**src/pkg/port_regs_cfg.svh**
```systemverilog
// register map, field positions, reset values for the per-port register bank
// assumes: included by the package and the testbench files
`ifndef PORT_REGS_CFG_SVH
`define PORT_REGS_CFG_SVH

`define ADDR_W              5
`define OFS_AN_ADVERT       5'h04
`define OFS_PORT_CONFIG     5'h10
`define OFS_QUICK_STATUS    5'h11
`define OFS_INT_ENABLE      5'h12
`define OFS_INT_STATUS      5'h13
`define OFS_UNIMPL_A        5'h09
`define OFS_UNIMPL_B        5'h0A
`define OFS_UNIMPL_C        5'h0F

`define CFG_FORCE_LINK      14
`define CFG_TX_DISABLE      13
`define CFG_SCRAM_BYPASS    12
`define CFG_JABBER_DIS      10
`define CFG_LOOP_DIS        8
`define CFG_FIFO_SIZE       6
`define CFG_PREAMBLE        5
`define CFG_FEF_EN          2
`define CFG_ALT_NP          1
`define CFG_FIBER           0
`define CFG_RESET           16'h0104

`define QS_SPEED            14
`define QS_TX_ACT           13
`define QS_RX_ACT           12
`define QS_COLL             11
`define QS_LINK             10
`define QS_DUPLEX           9
`define QS_AN_MODE          8
`define QS_AN_DONE          7
`define QS_POLARITY         5
`define QS_PAUSE            4
`define QS_ERROR            3

`define IE_AN_MASK          7
`define IE_SPEED_MASK       6
`define IE_DUPLEX_MASK      5
`define IE_LINK_MASK        4
`define IE_PORT_EN          1
`define IE_FORCE_INT        0
`define IE_RESET            16'h0000

`define IS_AN_DONE          7
`define IS_SPEED_CHG        6
`define IS_DUPLEX_CHG       5
`define IS_LINK_CHG         4
`define IS_INT_PEND         2

`define ADV_PAUSE           10
`define NUM_PORTS           8
`endif

```
**src/pkg/port_regs_pkg.sv**
```systemverilog
// types shared by the per-port register bank
// assumes: cfg header carries all numbers
`include "port_regs_cfg.svh"
package port_regs_pkg;

  typedef logic [15:0] reg16_t;

  // live per-port state from the data path
  typedef struct packed
  {
    logic speed_100;
    logic tx_active;
    logic rx_active;
    logic collision;
    logic link_up;
    logic full_duplex;
    logic an_mode;
    logic an_complete;
    logic pol_reversed;
    logic remote_error;
  } port_state_t;

  // control levels driven into the data path
  typedef struct packed
  {
    logic force_link_pass;
    logic tx_disable;
    logic scram_bypass;
    logic jabber_disable;
    logic loopback_disable;
    logic fifo_8k;
    logic preamble_pass;
    logic fef_tx_enable;
    logic alt_next_page;
    logic fiber_mode;
  } port_ctrl_t;

  typedef struct packed
  {
    logic [`ADDR_W-1:0] addr;
    logic [15:0]        wdata;
    logic               wr;
    logic               rd;
  } mgmt_req_t;

endpackage

```
**src/phy_port_config_status_regs.sv**
```systemverilog
// per-port management registers: configuration, quick status, interrupt enable, interrupt status
// assumes: one management port, same clock; port state inputs asynchronous
//
// Decided for this implementation: strobed register access.
module phy_port_config_status_regs
  import port_regs_pkg::*;
#(
  parameter int NPORTS = `NUM_PORTS
)
(
  // clock and reset
  input  wire logic                   mclk,
  input  wire logic                   nrst,
  // management register port
  input  wire logic [2:0]             port_sel,
  input  wire mgmt_req_t              req,
  output logic      [15:0]            rdata,
  // per-port state and straps (asynchronous)
  input  wire port_state_t            state_in          [NPORTS],
  input  wire logic                   media_select_strap [NPORTS],
  input  wire logic                   pause_advert      [NPORTS],
  // per-port controls and interrupts
  output port_ctrl_t                  ctrl              [NPORTS],
  output logic                        port_irq          [NPORTS]
);

  // elaboration check: port select is three bits wide
  if (NPORTS < 1 || NPORTS > 8)
  begin : g_bad_nports
    $error("NPORTS must be 1 to 8");
  end

  // ==========================================================
  // helpers
  function automatic reg16_t wmask(input reg16_t old, input reg16_t nw, input reg16_t m);
    wmask = (old & ~m) | (nw & m);
  endfunction

  function automatic logic sel(input logic [2:0] p, input int i, input logic [`ADDR_W-1:0] a,
                               input logic [`ADDR_W-1:0] o);
    sel = (p == 3'(i)) && (a == o);
  endfunction

  // ==========================================================
  // strap capture sequencing
  // high for two edges after release: the strap synchroniser needs both to fill
  logic [1:0] strap_load_q;
  always_ff @(posedge mclk or negedge nrst)
  begin
    if (!nrst)
      strap_load_q <= 2'b11;
    else
      strap_load_q <= {strap_load_q[0], 1'b0};
  end

  reg16_t rd_mux [NPORTS];
  logic   rd_hit [NPORTS];

  genvar g;
  generate
    for (g = 0; g < NPORTS; g++)
    begin : gp
      // ======================================================
      // synchronisers
      port_state_t st_s1_q;
      port_state_t st_q;
      logic        strap_s1_q;
      logic        strap_q;
      logic        pause_s1_q;
      logic        pause_q;
      always_ff @(posedge mclk or negedge nrst)
      begin
        if (!nrst)
        begin
          st_s1_q    <= '0;
          st_q       <= '0;
          strap_s1_q <= 1'b0;
          strap_q    <= 1'b0;
          pause_s1_q <= 1'b0;
          pause_q    <= 1'b0;
        end
        else
        begin
          st_s1_q    <= state_in[g];
          st_q       <= st_s1_q;
          strap_s1_q <= media_select_strap[g];
          strap_q    <= strap_s1_q;
          pause_s1_q <= pause_advert[g];
          pause_q    <= pause_s1_q;
        end
      end

      // ======================================================
      // register decode
      wire wr_cfg = req.wr && sel(port_sel, g, req.addr, `OFS_PORT_CONFIG);
      wire wr_ie  = req.wr && sel(port_sel, g, req.addr, `OFS_INT_ENABLE);
      wire rd_is  = req.rd && sel(port_sel, g, req.addr, `OFS_INT_STATUS);

      // ======================================================
      // port configuration
      reg16_t cfg_q;
      reg16_t cfg_d;
      logic   strap_wait_q;
      assign cfg_d = wr_cfg ? req.wdata : cfg_q;
      always_ff @(posedge mclk or negedge nrst)
      begin
        if (!nrst)
        begin
          cfg_q        <= `CFG_RESET;
          strap_wait_q <= 1'b1;
        end
        else
        begin
          // strap settles through the synchroniser before loading
          strap_wait_q <= strap_load_q[1];
          if (strap_wait_q && !strap_load_q[1] && !wr_cfg)
            cfg_q <= wmask(cfg_q, {15'h0000, strap_q}, 16'h0001);
          else
            cfg_q <= cfg_d;
        end
      end

      // ======================================================
      // interrupt enable and change flags
      reg16_t ie_q;
      logic   spd_flag_q;
      logic   dup_flag_q;
      logic   lnk_flag_q;
      logic   an_prev_q;
      logic   an_evt_q;
      logic   irq_q;
      port_ctrl_t ctrl_q;
      port_state_t st_prev_q;
      wire e_spd = st_q.speed_100   != st_prev_q.speed_100;
      wire e_dup = st_q.full_duplex != st_prev_q.full_duplex;
      wire e_lnk = st_q.link_up     != st_prev_q.link_up;
      wire e_an  = st_q.an_complete && !an_prev_q;
      wire ev_any = (spd_flag_q && ie_q[`IE_SPEED_MASK])
                  | (dup_flag_q && ie_q[`IE_DUPLEX_MASK])
                  | (lnk_flag_q && ie_q[`IE_LINK_MASK])
                  | (an_evt_q   && ie_q[`IE_AN_MASK]);
      wire irq_d = ie_q[`IE_PORT_EN] && (ev_any || ie_q[`IE_FORCE_INT]);
      always_ff @(posedge mclk or negedge nrst)
      begin
        if (!nrst)
        begin
          ie_q       <= `IE_RESET;
          spd_flag_q <= 1'b0;
          dup_flag_q <= 1'b0;
          lnk_flag_q <= 1'b0;
          an_prev_q  <= 1'b0;
          an_evt_q   <= 1'b0;
          st_prev_q  <= '0;
          irq_q      <= 1'b0;
          ctrl_q     <= '0;
        end
        else
        begin
          if (wr_ie)
            ie_q <= {8'h00, req.wdata[7:0]};
          st_prev_q  <= st_q;
          an_prev_q  <= st_q.an_complete;
          // set wins over the read clear
          spd_flag_q <= e_spd | (spd_flag_q & ~rd_is);
          dup_flag_q <= e_dup | (dup_flag_q & ~rd_is);
          lnk_flag_q <= e_lnk | (lnk_flag_q & ~rd_is);
          an_evt_q   <= e_an  | (an_evt_q   & ~rd_is);
          irq_q      <= irq_d;
          ctrl_q.force_link_pass  <= cfg_d[`CFG_FORCE_LINK];
          ctrl_q.tx_disable       <= cfg_d[`CFG_TX_DISABLE];
          ctrl_q.scram_bypass     <= cfg_d[`CFG_SCRAM_BYPASS];
          ctrl_q.jabber_disable   <= cfg_d[`CFG_JABBER_DIS];
          ctrl_q.loopback_disable <= cfg_d[`CFG_LOOP_DIS];
          ctrl_q.fifo_8k          <= cfg_d[`CFG_FIFO_SIZE];
          ctrl_q.preamble_pass    <= cfg_d[`CFG_PREAMBLE];
          ctrl_q.fef_tx_enable    <= cfg_d[`CFG_FEF_EN];
          ctrl_q.alt_next_page    <= cfg_d[`CFG_ALT_NP];
          ctrl_q.fiber_mode       <= cfg_d[`CFG_FIBER];
        end
      end
      assign ctrl[g]     = ctrl_q;
      assign port_irq[g] = irq_q;

      // ======================================================
      // read selection
      reg16_t qs;
      reg16_t is_v;
      always_comb
      begin
        qs                = 16'h0000;
        qs[`QS_SPEED]     = st_q.speed_100;
        qs[`QS_TX_ACT]    = st_q.tx_active;
        qs[`QS_RX_ACT]    = st_q.rx_active;
        qs[`QS_COLL]      = st_q.collision;
        qs[`QS_LINK]      = st_q.link_up;
        qs[`QS_DUPLEX]    = st_q.full_duplex;
        qs[`QS_AN_MODE]   = st_q.an_mode;
        qs[`QS_AN_DONE]   = st_q.an_complete;
        qs[`QS_POLARITY]  = st_q.pol_reversed;
        qs[`QS_PAUSE]     = pause_q;
        qs[`QS_ERROR]     = st_q.remote_error;
        is_v                 = 16'h0000;
        is_v[`IS_AN_DONE]    = an_evt_q;
        is_v[`IS_SPEED_CHG]  = spd_flag_q;
        is_v[`IS_DUPLEX_CHG] = dup_flag_q;
        is_v[`IS_LINK_CHG]   = lnk_flag_q;
        is_v[`IS_INT_PEND]   = irq_q;
      end
      wire h_cfg = sel(port_sel, g, req.addr, `OFS_PORT_CONFIG);
      wire h_qs  = sel(port_sel, g, req.addr, `OFS_QUICK_STATUS);
      wire h_ie  = sel(port_sel, g, req.addr, `OFS_INT_ENABLE);
      wire h_is  = sel(port_sel, g, req.addr, `OFS_INT_STATUS);
      assign rd_hit[g] = h_cfg | h_qs | h_ie | h_is;
      assign rd_mux[g] = h_cfg ? cfg_q :
                         h_qs  ? qs    :
                         h_ie  ? ie_q  :
                         h_is  ? is_v  : 16'h0000;
    end
  endgenerate

  // ==========================================================
  // read data, one cycle after strobe; unmapped and 9/10/15 read zero
  reg16_t rd_sel;
  always_comb
  begin
    rd_sel = 16'h0000;
    for (int i = 0; i < NPORTS; i++)
      if (rd_hit[i])
        rd_sel = rd_mux[i];
  end

  logic [15:0] rdata_q;
  always_ff @(posedge mclk or negedge nrst)
  begin
    if (!nrst)
      rdata_q <= 16'h0000;
    else if (req.rd)
      rdata_q <= rd_sel;
    else
      rdata_q <= 16'h0000;
  end
  assign rdata = rdata_q;

endmodule

```
**config.mk**
```make
export PLATFORM = sky130hd
export DESIGN_NAME = phy_port_config_status_regs
export DESIGN_NICKNAME = d
export VERILOG_FILES = /design/src/pkg/port_regs_pkg.sv /design/src/phy_port_config_status_regs.sv
export VERILOG_INCLUDE_DIRS = /design/src /design/src/pkg
export SDC_FILE = /design/constraint.sdc
export NUM_CORES = 1
export LEC_CHECK = 0
export ABC_AREA = 1
export ABC_CLOCK_PERIOD_IN_PS = 1200
export BUFFER_PORTS_ARGS = -buffer_cell sky130_fd_sc_hd__buf_2
export CAP_MARGIN = 20
export CELL_PAD_IN_SITES_DETAIL_PLACEMENT = 1
export CELL_PAD_IN_SITES_GLOBAL_PLACEMENT = 1
export CORE_UTILIZATION = 41
export CTS_CLUSTER_DIAMETER = 50
export CTS_CLUSTER_SIZE = 40
export DETAILED_ROUTE_END_ITERATION = 8
export PLACE_DENSITY_LB_ADDON = 0.1
export SLEW_MARGIN = 10
export SYNTH_ARGS = -nofsm -noshare
export SYNTH_HDL_FRONTEND = slang
export SYNTH_SLANG_ARGS = --single-unit
```
**constraint.sdc**
```tcl
create_clock -name mclk -period 1.2 [get_ports mclk]
set_input_delay 0.3 -clock mclk [delete_from_list [all_inputs] [get_ports mclk]]
set_output_delay 0.3 -clock mclk [all_outputs]
set_load 0.05 [all_outputs]
```
==> implementation parameters, run 1 <==
Parameter                              Value

Status
  Status    finished with violations
  Failing checks    negative setup slack

Critical path
  Maximum fanout encountered on the critical timing path    4
  Worst setup EP type    flop
  Capturing instance or port of the critical path    rdata[14]$_DFF_PN0_
  Crit path arrival time    2.36 ns
  Setup slack of the most critical reg-to-reg path    -0.52 ns
  Stage delay of the slowest cell on the critical path    0.35 ns
  Buf+Inv Stages, Crit Path    4
  Cell type group with the largest total delay on the critical path    simple AND/OR/NAND/NOR gates
  Path length in cells of the critical path    15
  Type of the worst setup path    in2reg
  Capture point of the worst reg-to-reg path    rdata[6]$_DFF_PN0_
  Cells on worst reg2reg path    10
  Startpoint of the worst register-to-register path    gp[0].spd_flag_q$_DFF_PN0_
  Data required time at the worst endpoint    1.74 ns
  CP Cell Sequence    buf_8 -> nor2_4 -> nand3_2 -> buf_6 -> nor2_4 -> buf_4 -> buf_6 -> a21oi_1 -> o211ai_1 -> nand2_1 -> nand2_4 -> nand2_4 -> nand2_2 -> nand2_2 -> a21oi_2
  Worst Setup SP    req[19]
  Cell with the largest stage delay on the worst path    o211ai_1
  Startpoint Class    input port

Floorplan
  Chip height    225 um
  Starting density of the core    41.6%
  Die area    50600 um^2
  Area inside the core boundary    49000 um^2
  Die boundary width    225 um
  Count of boundary I/O pins    228
  Placement Rows    81

Cells and area
  Layout Utilization    68.9%
  Final Net Count    2827
  Fraction of layout cells with a size suffix above 1    48.3%
  Filler cells    4831
  Count of inserted antenna diode cells    0
  Finished Layout Cells    3414
  Layout Area Growth over Synthesis    65.5%
  Most common library cell in the layout ignoring fill and taps    dfrtp_1
  Highest-count cells in the layout ignoring fill and taps    dfrtp_1 (535), nand2_1 (307), buf_4 (264), buf_6 (192), o21ai_0 (134)

Logic synthesis
  Number of enable-type register cells in the synthesized netlist    0
  Post-synthesis async set-or-reset flop share    100%
  Warning count from the yosys run    0
  Net Count, Synth    2068
  Number of register bits inferred by synthesis    555
  Share of the yosys chip area belonging to registers    68.3%
  Cell taking the most area after synthesis    dfrtp_1
  Leading cell types by total area after synthesis    dfrtp_1 (66%), nand2_1 (9.7%), o21ai_0 (8.2%)
  Distinct cells, synth    42
  Cell area after technology mapping    20400 um^2
  Most common flop cell mapped by yosys    dfrtp_1
  Synth Instances    1944
  Mean Syn Cell Area    10.5 um^2
  Synth top area share    65.9%

Detailed routing
  Total Wirelength    99200 um
  Iteration-0 DRC Markers    1774
  Final antenna-violating net count    0
  Via total after detailed routing    19.3k
  DR DRC count    0
  Wire length per cell after detailed routing    29.1 um
  DR pass1 iterations    5
  Via count normalized by instance count    5.66

Timing
  Pins Over Slew Limit    0
  Post-Route Skew    0.0289 ns
  Hold Worst Slack    0.0896 ns
  Final hold vios    0
  Share of the clock period used by the worst path    151%
  Shortest period the worst path allows    1.81 ns
  Highest attainable clock frequency    552 MHz
  RSZ-0062 raised after global routing    true
  Count of final setup violators    381
  Final critical-path setup slack    -0.613 ns

CTS
  Library cell used as clock root buffer    clkbuf_16
  CTS tree    yes
  CTS sink count    555
  Deepest level of the CTS H-tree    2
  Max clock buf depth    3
  Clock slew seen by the registers of the worst setup and hold paths    0.07 ns
  Clock latency on the worst-skew pair    0.65 ns
  Inserted Clock Buffers    56

GRT
  First-pass GRT wire length    138000 um
  Initial antenna violation count    2
  Via count of the first global-routing pass    20.9k
  Congestion Overflow GR    0
  Overall fraction of global-route tracks in use    37.6%
  Pin count of the biggest net entering global routing    82

Placed design
  Port bufs    227
  Post-Place Setup Slack    -1.50 ns
  Detailed placer's ending HPWL    54500 um
  Placed instance count    3088
  Weighted congestion at the end of routability-driven global placement    0.937

Hold path
  Hold crit path type    in2async

Power
  Leak pwr    15.7 nW
  Overall power of the completed layout    0.0445 W
  Peak supply drop    1.22 mV
  Areal power density over the cells    1320 nW/um^2

Job
  Number of violations of the max-capacitance limit    0
==> cell usage after synthesis (all sizes together), types with 2 or more instances <==
library cell and n:
o2111ai 6, o22ai 8, o21ai 342, a221oi 9
a221o 5, nand2 528, buf 29, clkbuf 61
a21oi 63, mux2 8, nand3 72, o211ai 11
a31oi 2, inv 99, nor3 5, nor2 74
a41oi 7, xnor2 24, a22o 6, dfrtp 536
dfstp 19, or2 7, nand4 6, clkinv 5
a211oi 5
==> report_power, final <==
part	switching (W)	leakage (nW)	total, W	internal, W
clock network	0.00933	0.976	0.0193	0.0100
registers	0.000748	6.92	0.0204	0.0196
logic	0.00288	7.85	0.00481	0.00193
==> cell families (layout without fill, tap and decap cells) <==
logic type,count (synthesis),count (layout),synth area share (%)
AOI/OAI and AO/OA,469,469,12.5
and+or+nand+nor,693,699,13.8
muxes,8,8,0.442
xor gates and xnor gates,24,24,1.03
other,1,1,0.0184
DFF,555,555,68.3
buffers and inverters,194,994,3.87
==> sequential cells by signal, indices dropped and copies added (netlist names), 16 cells and up <==
name          count
rdata            16
gp.ie_q          64
gp.qs            80
gp.st_s1_q       80
gp.cfg_q        128
ctrl             80
gp.st_prev_q     24
==> cell type report <==
type / count / area [um^2] / area share, %
clock inverter: 41 / 520 / 1.54
sequential: 555 / 13900 / 41.3
timing repair buffer: 784 / 8120 / 24.1
multi-input combinational: 1201 / 8370 / 24.8
inverter: 104 / 460 / 1.37
tap: 664 / 831 / 2.46
timing repair inverter: 1 / 7.51 / 0.0223
clock buffer: 64 / 1490 / 4.43
==> worst min path at each step <==
| stage | from | to | slack (ns) | cells past startpoint |
|---|---|---|---|---|
| after floorplan | nrst | ctrl[0]$_DFF_PN0_ | 0.004 | 0 |
| after global placement | nrst | gp[0].cfg_q[4]$_DFFE_PN0P_ | 0.13 | 1 |
| after detailed placement | nrst | gp[0].cfg_q[4]$_DFFE_PN0P_ | 0.13 | 1 |
| after CTS | nrst | gp[0].cfg_q[4]$_DFFE_PN0P_ | 0.07 | 2 |
| after global routing | nrst | gp[0].cfg_q[4]$_DFFE_PN0P_ | 0.08 | 2 |
| final | nrst | gp[0].cfg_q[4]$_DFFE_PN0P_ | 0.09 | 2 |
==> metal layers <==
layer	routed length, um	vias to the layer above	global-route usage [%]	part of all wire, %
met5	12	-	0	0.012
met4	5220	2	14.6	5.3
met3	7280	333	5.77	7.3
met2	48800	969	63.0	49
met1	37900	10000	49.0	38
li1	-	7995	-	-
==> timing repair <==
action | CTS | global route
hold buffers | 97 | 0
cloned | 33 | 11
pin swaps | 124 | 77
buffers inserted | 81 | 29
endpoints found under the hold margin | 494 | 0
endpoints found under the setup margin | 407 | 408
gates resized for setup | 973 | 260
==> stage by stage <==
stage | TNS, ns | instance area [um^2]
finish | -78.23 | 33700
global route | -90.25 | 33700
CTS | -57.19 | 32500
detailed placement | -276.26 | 25100
global placement | -260.71 | 25100
floorplan | -108.81 | 20600
Power figures use the tool's default switching activity.
==> run 2, diff against run 1 <==
--- a/config.mk
+++ b/config.mk
@@ -17,6 +17,7 @@
 export CTS_CLUSTER_SIZE = 40
 export DETAILED_ROUTE_END_ITERATION = 8
 export PLACE_DENSITY_LB_ADDON = 0.1
+export RECOVER_POWER = 50
 export SLEW_MARGIN = 10
 export SYNTH_ARGS = -nofsm -noshare
 export SYNTH_HDL_FRONTEND = slang
==> run 2 against run 1 <==
  * Via count barely moved
  * First-iteration DRC count fell by 4.4%
  * Global-route usage did not move
  * Critical path depth did not move
  * Flip-flop and latch count did not move
  * Wire length barely moved
  * The flow still finishes with violations (negative setup slack)
  * Clock skew fell by 0.0027 ns
  * Final area fell by 0.22%
  * Sequential power barely moved
  * Die area did not move
==> implementation parameters, run 2 (synthesized netlist as in run 1, its figures left out) <==
Parameter                              Value

Critical path
  Startpoint Class    input port (unchanged)
  Crit path arrival time    2.37 ns (was 2.36 ns)
  CP Cell Sequence    buf_8 -> nor2_4 -> nand3_2 -> buf_6 -> nor2_4 -> buf_4 -> buf_6 -> a21oi_1 -> o211ai_1 -> nand2_1 -> nand2_4 -> nand2_4 -> nand2_2 -> nand2_2 -> a21oi_2 (unchanged)
  Stage delay of the slowest cell on the critical path    0.37 ns (was 0.35 ns)
  Cell with the largest stage delay on the worst path    o211ai_1 (unchanged)
  Maximum fanout encountered on the critical timing path    4 (unchanged)
  Data required time at the worst endpoint    1.74 ns (about the same)
  Cells on worst reg2reg path    10 (unchanged)
  Startpoint of the worst register-to-register path    gp[0].spd_flag_q$_DFF_PN0_ (unchanged)
  Setup slack of the most critical reg-to-reg path    -0.51 ns (was -0.52 ns)
  Capture point of the worst reg-to-reg path    rdata[6]$_DFF_PN0_ (unchanged)
  Type of the worst setup path    in2reg (unchanged)
  Worst setup EP type    flop (unchanged)

Power
  Peak supply drop    1.22 mV (about the same)
  Leak pwr    15.7 nW (about the same)
  Areal power density over the cells    1320 nW/um^2 (about the same)

Placed design
  Port bufs    227 (unchanged)
  Weighted congestion at the end of routability-driven global placement    0.937 (unchanged)
  Total placed instance area    25100 um^2 (unchanged)
  Detailed placer's ending HPWL    54500 um (unchanged)

Detailed routing
  Wire length per cell after detailed routing    29.1 um (about the same)
  Final antenna-violating net count    0 (unchanged)
  Via count normalized by instance count    5.65 (was 5.66)
  Via total after detailed routing    19.3k (about the same)
  DR pass1 iterations    5 (unchanged)
  DR DRC count    0 (unchanged)
  Iteration-0 DRC Markers    1696 (was 1774)
  Total Wirelength    99200 um (about the same)

Floorplan
  Starting density of the core    41.6% (unchanged)
  Die area    50600 um^2 (unchanged)
  Area inside the core boundary    49000 um^2 (unchanged)
  Placement Rows    81 (unchanged)
  Die boundary width    225 um (unchanged)
  Count of boundary I/O pins    228 (unchanged)
  Chip height    225 um (unchanged)

GRT
  First-pass GRT wire length    138000 um (unchanged)
  Overall fraction of global-route tracks in use    37.6% (unchanged)
  Initial antenna violation count    2 (unchanged)
  Pin count of the biggest net entering global routing    82 (unchanged)
  Congestion Overflow GR    0 (unchanged)
  Via count of the first global-routing pass    20.9k (unchanged)

Cells and area
  Post-route cell area    33600 um^2 (was 33700 um^2)
  Number of flip-flops in the largest register    128 (unchanged)
  Highest-count cells in the layout ignoring fill and taps    dfrtp_1 (535), nand2_1 (307), buf_4 (255), buf_6 (193), o21ai_0 (134) (was dfrtp_1 (535), nand2_1 (307), buf_4 (264), buf_6 (192), o21ai_0 (134))
  Biggest register    gp.cfg_q (unchanged)
  Count of inserted antenna diode cells    0 (unchanged)
  Fraction of layout cells with a size suffix above 1    47.6% (was 48.3%)
  Seq. cell area    13900 um^2 (unchanged)
  Filler cells    4848 (was 4831)
  Final Net Count    2827 (unchanged)
  Most common library cell in the layout ignoring fill and taps    dfrtp_1 (unchanged)
  Area of combinational cells with multiple inputs    8370 um^2 (unchanged)
  Layout Area Growth over Synthesis    65.2% (was 65.5%)

Status
  Failing checks    negative setup slack (unchanged)
  Status    finished with violations (unchanged)

CTS
  Deepest level of the CTS H-tree    2 (unchanged)
  Max clock buf depth    3 (unchanged)
  Library cell used as clock root buffer    clkbuf_16 (unchanged)
  CTS sink count    555 (unchanged)
  Clock latency on the worst-skew pair    0.65 ns (about the same)
  Clock slew seen by the registers of the worst setup and hold paths    0.07 ns (about the same)
  CTS tree    yes (unchanged)
  Inserted Clock Buffers    56 (unchanged)

Timing
  Remaining max-slew budget at the tightest pin    40.6%
  Post-Route Skew    0.0262 ns (was 0.0289 ns)
  Highest attainable clock frequency    546 MHz (was 552 MHz)
  RSZ-0062 raised after global routing    true (unchanged)
  Count of final setup violators    841 (was 381)
  Final critical-path setup slack    -0.630 ns (was -0.613 ns)
  Slew at the pin closest to its max-slew limit    0.892 ns
  Hold Worst Slack    0.131 ns (was 0.0896 ns)
  Pins Over Slew Limit    0 (unchanged)
  Shortest period the worst path allows    1.83 ns (was 1.81 ns)
  Share of the clock period used by the worst path    153% (was 151%)
  Final hold vios    0 (unchanged)

Hold path
  Hold Path Cell Cnt    4
  Start point of the worst min-delay path    req[0]
  Hold crit path type    in2reg (was in2async)
  Terminating pin of the worst hold path    rdata[6]$_DFF_PN0_

Job
  Number of violations of the max-capacitance limit    0 (unchanged)
[run 2: changes by cell type in the layout (fill, tap and decap cells not counted)]
cell | before | now
buf_6 | 192 | 193
clkbuf_1 | 3 | 20
buf_2 | 115 | 105
buf_8 | 21 | 20
clkbuf_4 | 0 | 1
buf_4 | 264 | 255
buf_12 | 64 | 62
dfstp_2 | 19 | 18
dfstp_1 | 0 | 1
clkbuf_2 | 0 | 3
[run 2: timing repair]
action / in CTS / in global routing
resized for setup: 973 / 260
pin swaps: 124 / 77
hold buffers: 97 / 0
cloned: 33 / 11
setup buffers: 81 / 29
endpoints found under the setup margin: 407 / 408
endpoints found under the hold margin: 494 / 0
[run 2: worst max-delay path: cells and delay by family]
family | cells | cell delay (ns)
buffers and inverters | 4 | 0.50
AND/OR/NAND/NOR | 8 | 0.97
AO/OA/AOI/OAI | 3 | 0.59
[run 2: layout make-up]
class | instances | area share [%]
flip-flops and latches | 555 | 41.4
multi-input cells | 1201 | 24.9
repair buffers | 784 | 23.9
clock buffers | 64 | 4.44
well taps | 664 | 2.47
clock inverters | 41 | 1.55
inverters | 104 | 1.37
repair inverters | 1 | 0.0223
[run 2: how the worst max path moves through the flow]
stage / from / endpoint / slack, ns / cells after the start
after detailed placement: req[20] / rdata[4]$_DFF_PN0_ / -1.50 / 17
after global routing: req[19] / rdata[14]$_DFF_PN0_ / -0.60 / 15
after floorplan: req[20] / rdata[15]$_DFF_PN0_ / -0.56 / 13
after CTS: gp[2].irq_q$_DFF_PN0_ / port_irq[5] / -0.45 / 2
final: req[19] / rdata[14]$_DFF_PN0_ / -0.63 / 15
after global placement: req[20] / rdata[4]$_DFF_PN0_ / -1.51 / 17
[run 2: power breakdown]
part / internal (W) / total, W / switching [W]
logic: 0.00190 / 0.00478 / 0.00288
registers: 0.0196 / 0.0204 / 0.000747
clock network: 0.0100 / 0.0193 / 0.00933
total: 0.0315 / 0.0445 / 0.0130
[run 2: layer usage]
metal  global-route usage, %  wire, um
met3                    5.77      7080
met5                       0        12
met2                    63.0     48800
met1                    49.0     38200
met4                    14.6      5180
[run 2: metrics by stage]
step	setup TNS, ns	setup WS, ns	cells	util, %	power, W
after global routing	-189.29	-0.595	3414	68.7	0.0456
after global placement	-260.71	-1.51	3088	51.3	0.0238
after CTS	-57.19	-0.454	3392	66.4	0.0437
final	-154.54	-0.630	3414	68.7	0.0445
after floorplan	-108.81	-0.561	1944	-	0.0217
after detailed placement	-276.26	-1.50	3088	51.3	0.0239
